**src/iab_pkg.sv**
```systemverilog
`default_nettype none
package iab_pkg;

   // ----------------------------------------
   // register map (byte addresses)
   // ----------------------------------------
   localparam logic [31:0] IAB_ADR_CAUSE = 32'h5000_1380;
   localparam logic [31:0] IAB_ADR_CTRL = 32'h5000_13c0;
   localparam logic [31:0] IAB_ADR_TGT = 32'h5000_13c4;
   localparam logic [31:0] IAB_ADR_CLR = 32'h5000_13c8;
   localparam logic [31:0] IAB_ADR_IST = 32'h5000_13cc;
   localparam logic [31:0] IAB_ADR_IMSK = 32'h5000_13d0;

   // ----------------------------------------
   // cause register bit positions
   // ----------------------------------------
   localparam int IAB_B_NARROW = 0;
   localparam int IAB_B_WIDE1 = 1;
   localparam int IAB_B_WIDE2 = 2;
   localparam int IAB_B_DATA = 3;
   localparam int IAB_B_GC_NACK = 4;
   localparam int IAB_B_GC_READ = 5;
   localparam int IAB_B_HS_ACK = 6;
   localparam int IAB_B_SB_ACK = 7;
   localparam int IAB_B_HS_NORS = 8;
   localparam int IAB_B_SB_NORS = 9;

   // ----------------------------------------
   // controller_config, target and interrupt status fields
   // ----------------------------------------
   localparam int IAB_C_MASTER = 0;
   localparam int IAB_C_SPEED = 1;
   localparam int IAB_C_WIDE = 4;
   localparam int IAB_C_RESTART = 5;
   localparam logic [1:0] IAB_SPEED_HS = 2'h3;
   localparam int IAB_T_GCS = 10;
   localparam int IAB_T_SEL = 11;
   localparam int IAB_I_ABORT = 0;

   // ----------------------------------------
   // reset values
   // ----------------------------------------
   localparam logic [15:0] IAB_CAUSE_RST = 16'h0000;
   localparam logic [15:0] IAB_CTRL_RST = 16'h0023;
   localparam logic [15:0] IAB_TGT_RST = 16'h0000;
   localparam logic [15:0] IAB_IST_RST = 16'h0000;
   localparam logic [15:0] IAB_IMSK_RST = 16'h0000;

   // ----------------------------------------
   // carriers
   // ----------------------------------------
   // events from the master engine, one-cycle pulses
   typedef struct packed {
      logic cmd_issue;
      logic cmd_read;
      logic addr_nack;
      logic addr_second;
      logic data_nack;
      logic sbyte_ack;
      logic hs_ack;
   } iab_evt_t;

   // configuration toward the master engine
   typedef struct packed {
      logic master_en;
      logic [1:0] speed;
      logic wide_addr;
      logic repeat_start_allow;
      logic target_select_a;
      logic general_call_or_start_byte;
   } iab_cfg_t;

endpackage
`default_nettype wire

```
**src/iab_abort_flags.sv**
```systemverilog
// Decided for this implementation: register access over Wishbone.
`timescale 1ns/100ps
`default_nettype none
module iab_abort_flags
   import iab_pkg::*;
(
   input wire logic clk_i,
   input wire logic rst_i,
   input wire logic wb_cyc_i,
   input wire logic wb_stb_i,
   input wire logic wb_we_i,
   input wire logic [31:0] wb_adr_i,
   input wire logic [3:0] wb_sel_i,
   input wire logic [31:0] wb_dat_i,
   output logic [31:0] wb_dat_o,
   output logic wb_ack_o,
   input wire iab_evt_t evt_i,
   output iab_cfg_t cfg_o,
   output logic [15:0] abort_cause_o,
   output logic irq_o
);

   // ----------------------------------------
   // helpers
   // ----------------------------------------

   // word address match
   function automatic logic hit(
      input logic [31:0] adr,
      input logic [31:0] off
   );
      hit = (adr[31:2] == off[31:2]);
   endfunction

   // byte-lane merge of a 16-bit register
   function automatic logic [15:0] merge(
      input logic [15:0] old,
      input logic [31:0] dat,
      input logic [3:0] sel
   );
      logic [15:0] res;
      res = old;
      if (sel[0]) begin
         res[7:0] = dat[7:0];
      end
      if (sel[1]) begin
         res[15:8] = dat[15:8];
      end
      merge = res;
   endfunction

   // ----------------------------------------
   // declarations
   // ----------------------------------------

   // bus side
   logic ack_r;
   logic [31:0] dat_r;
   logic req;
   logic wr_do;
   logic [15:0] wr_lane;
   logic [15:0] rd_val;

   // write strobes, one per writable register
   logic wr_ctrl;
   logic wr_tgt;
   logic wr_clr;
   logic wr_ist;
   logic wr_imsk;

   // software registers
   logic [15:0] ctrl_r;
   logic [15:0] tgt_r;
   logic [15:0] imsk_r;

   // cause flags and their update terms
   logic [15:0] cause_r;
   logic [15:0] cause_nxt;
   logic [15:0] set_v;
   logic [15:0] clr_v;
   logic refire_r;

   // interrupt status and output
   logic [15:0] ist_r;
   logic [15:0] ist_nxt;
   logic [15:0] ist_set;
   logic [15:0] ist_clr;
   logic irq_r;

   // decoded modes
   logic master;
   logic restart_off;
   logic sb_mode;
   logic gc_mode;
   logic hs_mode;
   logic wide;
   logic sb_cause;
   logic addr_miss;

   // ----------------------------------------
   // wishbone slave
   // ----------------------------------------

   // request seen, write done at the ack edge
   assign req = wb_cyc_i & wb_stb_i;
   assign wr_do = req & wb_we_i & ack_r;
   assign wr_lane = merge(16'h0000, wb_dat_i, wb_sel_i);

   // ----------------------------------------
   // write strobes
   // ----------------------------------------

   // one strobe per writable register, each lands at the ack edge only
   assign wr_ctrl = wr_do & hit(wb_adr_i, IAB_ADR_CTRL);
   assign wr_tgt = wr_do & hit(wb_adr_i, IAB_ADR_TGT);
   assign wr_clr = wr_do & hit(wb_adr_i, IAB_ADR_CLR);
   assign wr_ist = wr_do & hit(wb_adr_i, IAB_ADR_IST);
   assign wr_imsk = wr_do & hit(wb_adr_i, IAB_ADR_IMSK);

   // ack one cycle after the request, dropped next
   // a request held past its ack starts a new access and writes again at the next ack
   always_ff @(posedge clk_i) begin
      if (rst_i) begin
         ack_r <= 1'b0;
      end else begin
         ack_r <= req & ~ack_r;
      end
   end

   // read value selection, unmapped reads zero
   always_comb begin
      rd_val = 16'h0000;
      if (hit(wb_adr_i, IAB_ADR_CAUSE)) begin
         rd_val = cause_r;
      end else if (hit(wb_adr_i, IAB_ADR_CTRL)) begin
         rd_val = ctrl_r;
      end else if (hit(wb_adr_i, IAB_ADR_TGT)) begin
         rd_val = tgt_r;
      end else if (hit(wb_adr_i, IAB_ADR_IST)) begin
         rd_val = ist_r;
      end else if (hit(wb_adr_i, IAB_ADR_IMSK)) begin
         rd_val = imsk_r;
      end else if (hit(wb_adr_i, IAB_ADR_CLR)) begin
         rd_val = 16'h0000; // clear register is write only
      end
   end

   // read data captured with the ack
   // taken on the request edge so it stands through the ack cycle
   always_ff @(posedge clk_i) begin
      if (rst_i) begin
         dat_r <= 32'h0000_0000;
      end else if (req & ~ack_r & ~wb_we_i) begin
         dat_r <= {16'h0000, rd_val};
      end
   end

   // bus answers straight from their flops
   assign wb_ack_o = ack_r;
   assign wb_dat_o = dat_r;

   // ----------------------------------------
   // configuration registers
   // ----------------------------------------

   // controller_config
   always_ff @(posedge clk_i) begin
      if (rst_i) begin
         ctrl_r <= IAB_CTRL_RST;
      end else if (wr_ctrl) begin
         ctrl_r <= merge(ctrl_r, wb_dat_i, wb_sel_i);
      end
   end

   // target_address_config
   always_ff @(posedge clk_i) begin
      if (rst_i) begin
         tgt_r <= IAB_TGT_RST;
      end else if (wr_tgt) begin
         tgt_r <= merge(tgt_r, wb_dat_i, wb_sel_i);
      end
   end

   // interrupt mask
   always_ff @(posedge clk_i) begin
      if (rst_i) begin
         imsk_r <= IAB_IMSK_RST;
      end else if (wr_imsk) begin
         imsk_r <= merge(imsk_r, wb_dat_i, wb_sel_i);
      end
   end

   // configuration toward the engine
   assign cfg_o.master_en = ctrl_r[IAB_C_MASTER];
   assign cfg_o.speed = ctrl_r[IAB_C_SPEED +: 2];
   assign cfg_o.wide_addr = ctrl_r[IAB_C_WIDE];
   assign cfg_o.repeat_start_allow = ctrl_r[IAB_C_RESTART];
   assign cfg_o.target_select_a = tgt_r[IAB_T_SEL];
   assign cfg_o.general_call_or_start_byte = tgt_r[IAB_T_GCS];

   // ----------------------------------------
   // mode decode
   // ----------------------------------------

   // modes as the engine sees them
   assign master = ctrl_r[IAB_C_MASTER];
   assign restart_off = ~ctrl_r[IAB_C_RESTART];
   assign wide = ctrl_r[IAB_C_WIDE];
   assign hs_mode = (ctrl_r[IAB_C_SPEED +: 2] == IAB_SPEED_HS);

   // target select with the general call bit picks start byte or general call
   assign sb_mode = tgt_r[IAB_T_SEL] & tgt_r[IAB_T_GCS];
   assign gc_mode = tgt_r[IAB_T_SEL] & ~tgt_r[IAB_T_GCS];

   // start byte cause persists while all of its terms hold
   assign sb_cause = master & restart_off & sb_mode;

   // unanswered address outside a general call, shared by flags 2, 1 and 0
   assign addr_miss = evt_i.addr_nack & master & ~gc_mode;

   // ----------------------------------------
   // cause flags
   // ----------------------------------------

   // set terms, one per flag
   always_comb begin
      set_v = 16'h0000;

      // start byte command while repeat start is off, or the re-assert
      set_v[IAB_B_SB_NORS] = (evt_i.cmd_issue & sb_cause) | refire_r;

      // high-speed command while repeat start is off
      set_v[IAB_B_HS_NORS] = evt_i.cmd_issue & master & restart_off
         & hs_mode;

      // start byte answered by some slave
      set_v[IAB_B_SB_ACK] = evt_i.sbyte_ack & master & sb_mode;

      // high-speed master code answered
      set_v[IAB_B_HS_ACK] = evt_i.hs_ack & master & hs_mode;

      // read queued right behind a general call
      set_v[IAB_B_GC_READ] = evt_i.cmd_issue & evt_i.cmd_read & master
         & gc_mode;

      // general call left unanswered
      set_v[IAB_B_GC_NACK] = evt_i.addr_nack & master & gc_mode;

      // data byte after an answered address left unanswered
      set_v[IAB_B_DATA] = evt_i.data_nack & master;

      // second and first byte of a wide address left unanswered
      set_v[IAB_B_WIDE2] = addr_miss & wide & evt_i.addr_second;
      set_v[IAB_B_WIDE1] = addr_miss & wide & ~evt_i.addr_second;

      // narrow address left unanswered
      set_v[IAB_B_NARROW] = addr_miss & ~wide;
   end

   // software clear, a one clears the bit
   assign clr_v = wr_clr ? wr_lane : 16'h0000;

   // sticky flags, a set wins over a clear
   assign cause_nxt = set_v | (cause_r & ~clr_v);

   always_ff @(posedge clk_i) begin
      if (rst_i) begin
         cause_r <= IAB_CAUSE_RST;
      end else begin
         cause_r <= cause_nxt;
      end
   end

   // re-assert flag 9 one cycle after a clear that left its cause
   // the clear wins for one cycle, then the live cause wins again
   always_ff @(posedge clk_i) begin
      if (rst_i) begin
         refire_r <= 1'b0;
      end else begin
         refire_r <= clr_v[IAB_B_SB_NORS] & cause_r[IAB_B_SB_NORS]
            & ~set_v[IAB_B_SB_NORS] & sb_cause;
      end
   end

   // flags straight from their flops
   assign abort_cause_o = cause_r;

   // ----------------------------------------
   // interrupt
   // ----------------------------------------

   // abort event when any flag newly rises
   // a repeat of a flag already set is no new event
   always_comb begin
      ist_set = 16'h0000;
      ist_set[IAB_I_ABORT] = |(set_v & ~cause_r);
   end

   // write one to clear a status bit
   assign ist_clr = wr_ist ? wr_lane : 16'h0000;

   // sticky status, set wins over clear
   assign ist_nxt = ist_set | (ist_r & ~ist_clr);

   always_ff @(posedge clk_i) begin
      if (rst_i) begin
         ist_r <= IAB_IST_RST;
      end else begin
         ist_r <= ist_nxt;
      end
   end

   // ----------------------------------------
   // interrupt output
   // ----------------------------------------

   // level output from a flop
   // next status is used so the level follows status with no lag
   always_ff @(posedge clk_i) begin
      if (rst_i) begin
         irq_r <= 1'b0;
      end else begin
         irq_r <= |(ist_nxt & imsk_r);
      end
   end

   // level interrupt toward the system
   assign irq_o = irq_r;

endmodule
`default_nettype wire

```
**config.mk**
```make
export PLATFORM = sky130hd
export DESIGN_NAME = iab_abort_flags
export DESIGN_NICKNAME = d
export VERILOG_FILES = /design/src/iab_pkg.sv /design/src/iab_abort_flags.sv
export SDC_FILE = /design/constraint.sdc
export NUM_CORES = 1
export LEC_CHECK = 0
export ABC_AREA = 0
export BUFFER_PORTS_ARGS = -buffer_cell sky130_fd_sc_hd__buf_2
export CORE_ASPECT_RATIO = 0.8
export CORE_MARGIN = 2
export CORE_UTILIZATION = 52
export CTS_BUF_LIST = sky130_fd_sc_hd__clkbuf_4 sky130_fd_sc_hd__clkbuf_8 sky130_fd_sc_hd__clkbuf_16
export DETAILED_ROUTE_END_ITERATION = 10
export MAX_ROUTING_LAYER = met4
export PLACE_DENSITY = 0.8
export SLEW_MARGIN = 20
export SYNTH_ARGS = -nofsm -noshare
export SYNTH_HDL_FRONTEND = slang
export SYNTH_SLANG_ARGS = --single-unit
```
**constraint.sdc**
```tcl
create_clock -name clk_i -period 3.16 [get_ports clk_i]
set_clock_uncertainty 0.05 [all_clocks]
set_input_delay 0.474 -clock clk_i [delete_from_list [all_inputs] [get_ports clk_i]]
set_output_delay 0.474 -clock clk_i [all_outputs]
set_load 0.02 [all_outputs]
```
# Word-level counts from Yosys, hierarchy flattened
# Cells that the tools add are included.
word_totals:
  regBits: 99
  input_bits: 80
  output_inout_bits: 57
  word_cells: 90
classes:
  n_eq_ne: 7
  n_mux: 9
  bitwise: 54
  n_reduce_logical: 8
ops:
  columns: ["op", "n"]
  rows:
  - ["30-bit by 29-bit == test with 1-bit output (second input constant)", 6]
  - ["16-bit two-way mux", 7]
  - ["16-bit AND", 3]
  - ["16-bit inverter", 3]
  - ["1-bit AND", 36]
  - ["16-bit OR reduction", 2]
  - ["10-bit by 16-bit AND with 16-bit output", 1]
  - ["8-bit two-way mux", 2]
  - ["1-bit by 16-bit OR with 16-bit output", 1]
  - ["10-bit by 16-bit OR with 16-bit output", 1]
  - ["2-bit AND reduction", 6]
  - ["1-bit inverter", 8]
  - ["2-bit == test (second input constant)", 1]
  - ["1-bit OR", 1]

# Logic depth before layout (Yosys ltp)
# Gate-level depths: netlist of run 1.
logic_depth:
  depth_word: 11
  mapped_depth: 9
  depth_no_buf: 6

# Worst setup path after synthesis of run 1
# OpenSTA, ideal clock, no wires.
synth_path:
  path_kind: "input port to flip-flop"
  startpoint: "in wb_adr_i[22]"
  endpoint: "reg irq_r (netlist: irq_o)"
  setup_time_ns: 0.144
  arrival_time_ns: 2.366
  required_ns: 2.966
  setup_slack_ns: 0.600
  path_stages: 8
  n_path_buf: 2
  path_cell_list: "or4_4 -> nor4_4 -> and2_0 -> buf_4 -> buf_4 -> nand3_1 -> a311oi_1 -> a41oi_1"
synth_via:
  elab_chain_cells: 8
synth_lines:
  columns: ["element", "line_no", "source"]
  rows:
  - ["from (decl)", "iab_abort_flags.sv:12", "input wire logic [31:0] wb_adr_i,"]
  - ["30-bit by 29-bit == test with 1-bit output", "iab_abort_flags.sv:32", "hit = (adr[31:2] == off[31:2]);"]
  - ["1-bit AND", "iab_abort_flags.sv:117", "assign wr_ist = wr_do & hit(wb_adr_i, IAB_ADR_IST);"]
  - ["16-bit two-way mux", "iab_abort_flags.sv:300", "assign ist_clr = wr_ist ? wr_lane : 16'h0000;"]
  - ["16-bit inverter", "iab_abort_flags.sv:303", "assign ist_nxt = ist_set | (ist_r & ~ist_clr);"]
  - ["16-bit AND", "iab_abort_flags.sv:303", null]
  - ["1-bit by 16-bit OR with 16-bit output", "iab_abort_flags.sv:303", null]
  - ["16-bit AND", "iab_abort_flags.sv:323", "irq_r <= |(ist_nxt & imsk_r);"]
  - ["16-bit OR reduction", "iab_abort_flags.sv:323", null]
  - ["to (signal assigned)", "iab_abort_flags.sv:323", null]
  - ["to (decl)", "iab_abort_flags.sv:88", "logic irq_r;"]
# Every way passes these cells.
# A chain may end at the register's enable or synchronous reset.

# Final worst setup path of run 1
# Same ends and word-level chain as after synthesis.

==> results of run 1 <==
-- per-layer routing --
layer	vias up	share of wire (%)	GRT usage [%]
li1	2207	-	-
met2	245	44	42.5
met4	0	2.1	10.5
met3	27	9.2	4.77
met1	2168	44	35.6
met5	-	0	-
-- power groups by stage --
stage                     Combinational, µW  Sequential (µW)  Clock, µW
after global placement                  148             1290          0
final                                   156             1260       1270
after detailed placement                152             1290          0
after global routing                    167             1260       1330
after floorplan                        85.1             1290          0
after CTS                               153             1260       1280
-- cell usage after synthesis, types with 3 or more instances --
cell type / instances
a221oi_1: 9
nand3b_1: 13
dfxtp_1: 99
a221o_1: 3
inv_1: 12
and2_1: 7
or3_1: 4
nand2b_1: 9
a41oi_1: 7
a211oi_2: 4
a22o_1: 9
nand2_1: 147
nor2b_1: 3
nand3_1: 4
nor3_1: 5
a21oi_1: 76
a22oi_1: 7
a311oi_1: 10
nor4_4: 7
nor2_1: 22
buf_2: 10
o211ai_1: 4
o22ai_1: 9
buf_4: 27
nand4_1: 6
and3_1: 13
nor4_1: 4
a31oi_1: 8
clkbuf_1: 18
-- layout by cell type (no fill, tap or decap), types with 8 or more instances in the layout --
cell type,n
nand2_1,147
buf_2,100
dfxtp_1,99
a21oi_1,76
nor2_1,22
conb_1,16
buf_4,14
nand3b_1,13
and3_1,13
inv_1,12
a311oi_1,10
nand2b_1,9
a22o_1,9
a221oi_1,9
o22ai_1,9
clkbuf_16,9
a31oi_1,8
-- through the flow --
stage          hold slack (ps)  total power [µW]
2_1_floorplan              373              1380
3_3_place_gp               381              1430
3_5_place_dp               389              1440
4_1_cts                    332              2690
5_1_grt                    349              2760
6_report                   342              2690
-- cell families (layout without fill, tap and decap cells) --
logic type             Yosys count  after routing  synth area share (%)
AO/OA/AOI/OAI                  153            153                  21.2
flip-flops                      99             99                  41.6
other                            1             16                0.0786
AND/OR/NAND/NOR                258            258                  28.4
buffers and inverters           71            145                  8.29
multiplexers                     2              2                 0.446
-- area by class of cell --
cell class | count | area (µm²)
Multi-Input combinational cell | 429 | 2450
Sequential cell | 99 | 1980
Inverter | 12 | 45.0
Clock buffer | 10 | 239
Tap cell | 115 | 144
Fill cell | 767 | 3360
Clock inverter | 6 | 113
Timing Repair Buffer | 117 | 666
-- sequential cells by signal, indices dropped and copies added, names as in the netlist --
signal         flops
abort_cause_o     16
refire_r           1
irq_o              1
imsk_r            16
wb_dat_o          16
ctrl_r            16
wb_ack_o           1
tgt_r             16
ist_r             16
-- path summary, 6_finish.rpt --
check	startpoint	endpoint	slack (ps)
min	wb_dat_i[10]	abort_cause_o[10]$_SDFF_PP0_	340
min reg2reg	ist_r[3]$_SDFF_PP0_	ist_r[3]$_SDFF_PP0_	400
max	wb_adr_i[22]	irq_o$_SDFF_PP0_	480
max reg2reg	wb_ack_o$_SDFF_PP0_	irq_o$_SDFF_PP0_	760
-- critical path, delay by kind of cell --
family | cells | cell delay (ps)
AO/OA/AOI/OAI | 3 | 910
buffers and inverters | 2 | 320
AND/OR/NAND/NOR | 3 | 1100
==> results.ini, run 1 <==
[pwr]
cellLeakagePower_uw=0.00217
irDropWorstVdd_mv=0.326
swShare_pct=21.8
combinationalPowerShare_pct=5.8
p_per_area_mw_per_mm2=477
power.internal_uw=2100
switchingPower_uw=586
p_clk_share_pct=47.4
p_seq_share_pct=46.8

[clocking]
clk_latency_ps=340
cts-root-buf=clkbuf_16
cts.path.max_buffers=2
htree_levels=3
cts_sinks=99
cts_hold_buf=0
cts_made_buffers=9
clkTransAtPathRegs_ps=70
cts.repair.resized=0
tritoncts=done
postCtsSetupBuffers=0

[die]
die_x_um=111
initial_utilization_pct=53.0
io_pins=137
fp.dieH_um=89.7
die-area_mm2=0.00996
core-area_mm2=0.00900
rows=31

[route]
drt_iter0_drc=552
wl_per_cell_um=17.0
drcViolationCount=0
wl_mm=13.4
ant_nets=0
vias=4647
vias_per_cell=5.90
dr.pass1.iters=5

[worst_hold_path]
hold_path_class=input port to flip-flop
worstHoldPathCells=2

[synth]
synth-seq-cells=99
synthCells=584
async_flop_share_pct=0
synth_edf_count=0
synthFlopType=dfxtp_1
synth_top_area_cell=dfxtp_1
synthTopCellsByArea=dfxtp_1, nand2_1, a21oi_1, buf_4, nor4_4
yosysWarningCount=0
netlist.area_leader.share_pct=41.6
seq_area_frac_synth_pct=41.6
syn_area_mm2=0.00477
avgSynthCellArea_um2=8.17
ys_types=50

[cells_and_area]
fin_area_mm2=0.00564
fin_nets=748
diodes=0
fin_util_pct=62.6
syn_to_final_growth_pct=18.2
final_cells=788
drive_above_1_share_pct=22.4

[critical_path]
critPathLaunchType=input port
reg2regPathDepth=6
endpoint_kind=flip-flop
path_max_fanout=6
worstPathRequired_ps=3290
max_stage_delay_ps=540
crit_chain=buf_2 -> or4_4 -> nor4_4 -> buf_4 -> nand4_1 -> a31o_2 -> a311oi_1 -> a41oi_1
crit_slowest_cell=or4_4
cp_data_arrival_time_ps=2810
critPathKind=input port to flip-flop

[global_route]
gr-total-overflow=0
grt_pass1_vias=4169
grt_max_degree=45
antenna_found_initial=0
grt_pass1_wl_mm=20.9
grt_use_total_pct=27.1

[timing]
setup-violations-final=0
maxSlewViolCount=0
rsz0062_at_grt=no
period_needed_ps=2680
finalSetupTns_ps=0
hold_viol_final=0
period_share_pct=84.9
worst_pin_slew_ps=645
fmax_mhz=373
slew_headroom_pct=57.0
worst_slack_ps=476

[placed_design]
hpwl_mm=9.63
gp_congestion=0.869
io_buffers=100
dp.cells=772
placed_cell_area_mm2=0.00529
post-place-ws_ps=139

[job]
maxCapViolCount=0

[outcome]
status=completed

Note: power is estimated with default switching activity, not from simulation.
==> run 2, diff against run 1 <==
==> constraint.sdc (replaced) <==
create_clock -name clk_i -period 2.74 [get_ports clk_i]
set_clock_uncertainty 0.05 [all_clocks]
set_input_delay 0.411 -clock clk_i [delete_from_list [all_inputs] [get_ports clk_i]]
set_output_delay 0.411 -clock clk_i [all_outputs]
set_load 0.02 [all_outputs]
==> results.ini, run 2 (synthesized netlist as in run 1, its figures left out) <==
[outcome]
status=completed

[timing]
fmax_mhz=405
period_needed_ps=2470
period_share_pct=90.2
hold_viol_final=0
maxSlewViolCount=0
setup-violations-final=0
rsz0062_at_grt=no
worst_slack_ps=269
holdWs_ps=285
finalSetupTns_ps=0

[clocking]
clk_latency_ps=340
cts_sinks=99
postCtsSetupBuffers=0
cts.path.max_buffers=2
cts_hold_buf=0
clkTransAtPathRegs_ps=70
tritoncts=done
cts.repair.resized=0
cts_made_buffers=9
cts-root-buf=clkbuf_16
htree_levels=3

[pwr]
p_seq_share_pct=51.5
power.internal_uw=2150
irDropWorstVdd_mv=0.332
p_clk_share_pct=41.9
switchingPower_uw=664
swShare_pct=23.6
p_per_area_mw_per_mm2=498
cellLeakagePower_uw=0.00220
combinationalPowerShare_pct=6.6

[global_route]
grt_pass1_wl_mm=20.8
gr-total-overflow=0
antenna_found_initial=0
grt_pass1_vias=4290
grt_use_total_pct=27.1
grt_max_degree=100

[placed_design]
io_buffers=100
dp.cells=784
post-place-ws_ps=-23.5
hpwl_mm=9.53
gp_congestion=0.893

[worst_hold_path]
hold_start=wb_dat_i[10]
hold_path_class=input port to flip-flop

[route]
wl_mm=13.5
vias=4784
wl_per_cell_um=16.9
drcViolationCount=0
ant_nets=0
drt_iter0_drc=640
vias_per_cell=5.99
dr.pass1.iters=5

[die]
die-area_mm2=0.00996
fp.dieH_um=89.7
rows=31
io_pins=137
core-area_mm2=0.00900
die_x_um=111
initial_utilization_pct=53.0

[critical_path]
crit_start=wb_adr_i[22]
critPathKind=input port to flip-flop
path_max_fanout=9
cp_data_arrival_time_ps=2620
r2r-start=wb_ack_o$_SDFF_PP0_
worstPathRequired_ps=2890
endpoint_kind=flip-flop
critPathLaunchType=input port

[cells_and_area]
fin_nets=760
layout_common_cells=nand2_1, buf_2, dfxtp_1
drive_above_1_share_pct=23.7
syn_to_final_growth_pct=18.7
final_cells=799
diodes=0
fin_util_pct=62.9
mostFrequentLayoutCell=nand2_1

[job]
maxCapViolCount=0

run 2: layer usage:
layer	track usage, %	up-vias	routed length, µm
met5	-	-	0
met4	11.1	0	244
li1	-	2241	-
met3	5.17	25	1240
met1	35.6	2248	5960
met2	42.1	270	6080
run 2: area by class of cell:
class | count | area [µm²]
fill | 765 | 3340
clock inverter | 4 | 27.5
tap | 115 | 144
clock buffer | 11 | 246
timing repair buffer | 129 | 768
inverter | 12 | 45.0
sequential | 99 | 1980
multi-input combinational | 429 | 2450
run 2: final timing paths:
check	cells after the start	slack (ps)	endpoint
max	9	270	irq_o$_SDFF_PP0_
min	2	280	abort_cause_o[10]$_SDFF_PP0_
max reg2reg	6	340	irq_o$_SDFF_PP0_
min reg2reg	2	400	ist_r[3]$_SDFF_PP0_
run 2: critical path, cell delays in order:
cell      delay (ps)
buf_2             90
or4_4            520
buf_4            150
nor4_4           270
buf_4            220
nand4_1          130
a31o_2           300
a311oi_1         350
a41oi_1          170
run 2: power groups by stage:
stage	combinational (µW)	clock [µW]	sequential, µW
2_1_floorplan	98.2	0	1490
3_3_place_gp	176	0	1480
3_5_place_dp	180	0	1480
4_1_cts	181	1180	1450
5_1_grt	197	1240	1450
6_report	185	1180	1450
run 2: stage by stage:
step	total power (µW)	area (µm²)
after floorplan	1590	4830
after detailed placement	1660	5390
after global placement	1660	5390
after global routing	2890	5660
final	2820	5660
after CTS	2810	5660
==> run 3, diff against run 2 <==
==> constraint.sdc (replaced) <==
create_clock -name clk_i -period 2.74 [get_ports clk_i]
set_clock_uncertainty 0.05 [all_clocks]
set_input_delay 0.137 -clock clk_i [delete_from_list [all_inputs] [get_ports clk_i]]
set_output_delay 0.137 -clock clk_i [all_outputs]
set_load 0.02 [all_outputs]
==> results.ini, run 3 (synthesized netlist as in run 1, its figures left out) <==
[outcome]
status=completed

[route]
wl_mm=13.8
vias_per_cell=6.02
ant_nets=0
drt_iter0_drc=574
vias=4758
drcViolationCount=0
dr.pass1.iters=5
wl_per_cell_um=17.5

[clocking]
clk_latency_ps=350
cts.repair.resized=0
cts.path.max_buffers=2
tritoncts=done
htree_levels=3
cts-root-buf=clkbuf_16
postCtsSetupBuffers=0
cts_made_buffers=9
clkTransAtPathRegs_ps=70
cts_sinks=99

[critical_path]
max_stage_delay_ps=380
worstPathRequired_ps=2880
r2r-start=wb_ack_o$_SDFF_PP0_
crit_chain=and4_1 -> and2_1 -> nand4_1 -> a31o_2 -> a311oi_1 -> a41oi_1
endpoint_kind=flip-flop
path_max_fanout=8
critPathKind=flip-flop to flip-flop
crit_start=wb_ack_o$_SDFF_PP0_
cp_data_arrival_time_ps=2470
path_buf_inv=0
critPathLaunchType=flip-flop
crit_slowest_cell=dfxtp_1
path_delay_family=simple AND/OR/NAND/NOR gates

[timing]
finalSetupTns_ps=0
fmax_mhz=429
hold_viol_final=0
maxSlewViolCount=0
setup-violations-final=0
rsz0062_at_grt=no
slew_headroom_pct=57.9
period_needed_ps=2330
period_share_pct=85.0
worst_pin_slew_ps=632

[global_route]
grt_use_total_pct=27.6
grt_pass1_vias=4264
grt_pass1_wl_mm=21.2
antenna_found_initial=0
grt_max_degree=47
gr-total-overflow=0

[job]
maxCapViolCount=0

[die]
rows=31
initial_utilization_pct=53.0
io_pins=137
fp.dieH_um=89.7
core-area_mm2=0.00900
die-area_mm2=0.00996
die_x_um=111

[worst_hold_path]
hold_path_class=input port to flip-flop
hold_start=evt_i[2]

[cells_and_area]
final_cells=790
layout_common_cells=nand2_1, buf_2, dfxtp_1
mostFrequentLayoutCell=nand2_1
diodes=0
drive_above_1_share_pct=22.5
syn_to_final_growth_pct=17.8
fin_nets=750

[placed_design]
gp_congestion=0.874
io_buffers=100
dp.cells=773
hpwl_mm=9.62

[pwr]
irDropWorstVdd_mv=0.404
p_per_area_mw_per_mm2=522
cellLeakagePower_uw=0.00216

run 3: cell types whose count changed in the layout (fill, tap and decap cells not counted), sizes merged:
cell / before / now
buf: 129 / 118
dlygate4sd3: 0 / 1
inv: 12 / 14
clkinvlp: 3 / 2
clkbuf: 11 / 10
bufinv: 0 / 1
run 3: final timing paths:
check / endpoint / slack [ps] / cells after the start
setup / recovery: irq_o$_SDFF_PP0_ / 410 / 6
hold reg to reg: ist_r[9]$_SDFF_PP0_ / 400 / 2
setup reg to reg: irq_o$_SDFF_PP0_ / 410 / 6
hold / removal: abort_cause_o[3]$_SDFF_PP0_ / 7 / 3
run 3: layout make-up:
class | instances | area [µm²]
clock inverters | 6 | 71.3
flip-flops and latches | 99 | 1980
multi-input cells | 429 | 2450
inverters | 12 | 45.0
repair buffers | 119 | 696
clock buffers | 10 | 233
well taps | 115 | 144
fillers | 776 | 3380
run 3: routing by layer:
| metal | track usage [%] | up-vias | share of wire (%) |
|---|---|---|---|
| li1 | - | 2216 | - |
| met1 | 35.6 | 2214 | 41 |
| met2 | 44.4 | 292 | 45 |
| met3 | 5.84 | 36 | 12 |
| met4 | 8.31 | 0 | 1.9 |
| met5 | - | - | 0 |
run 3: power breakdown:
part	internal (µW)	switching, µW	total [µW]	leakage (µW)
clock	727	576	1300	0.000143
sequential	1440	4.99	1450	0.000799
combinational	60.3	121	181	0.00121
run 3: what timing repair did:
item,4_1_cts,5_1_grt
endpoints found under the setup margin,0,0
endpoints found under the hold margin,1,0
hold buffers,1,0
run 3: worst min-delay path: stages:
cell	delay, ps
buf_2	80
a22oi_1	70
nor2_1	70
run 3: stage by stage:
step	setup slack (ps)	power (µW)	util [%]	hold slack, ps	area [µm²]
after global placement	167	1650	59.0	347	5310
after detailed placement	105	1660	59.0	350	5310
after floorplan	517	1590	-	175	4830
after global routing	266	3000	62.4	25.2	5620
final	411	2930	62.4	7.35	5620
after CTS	450	2920	62.4	5.15	5620
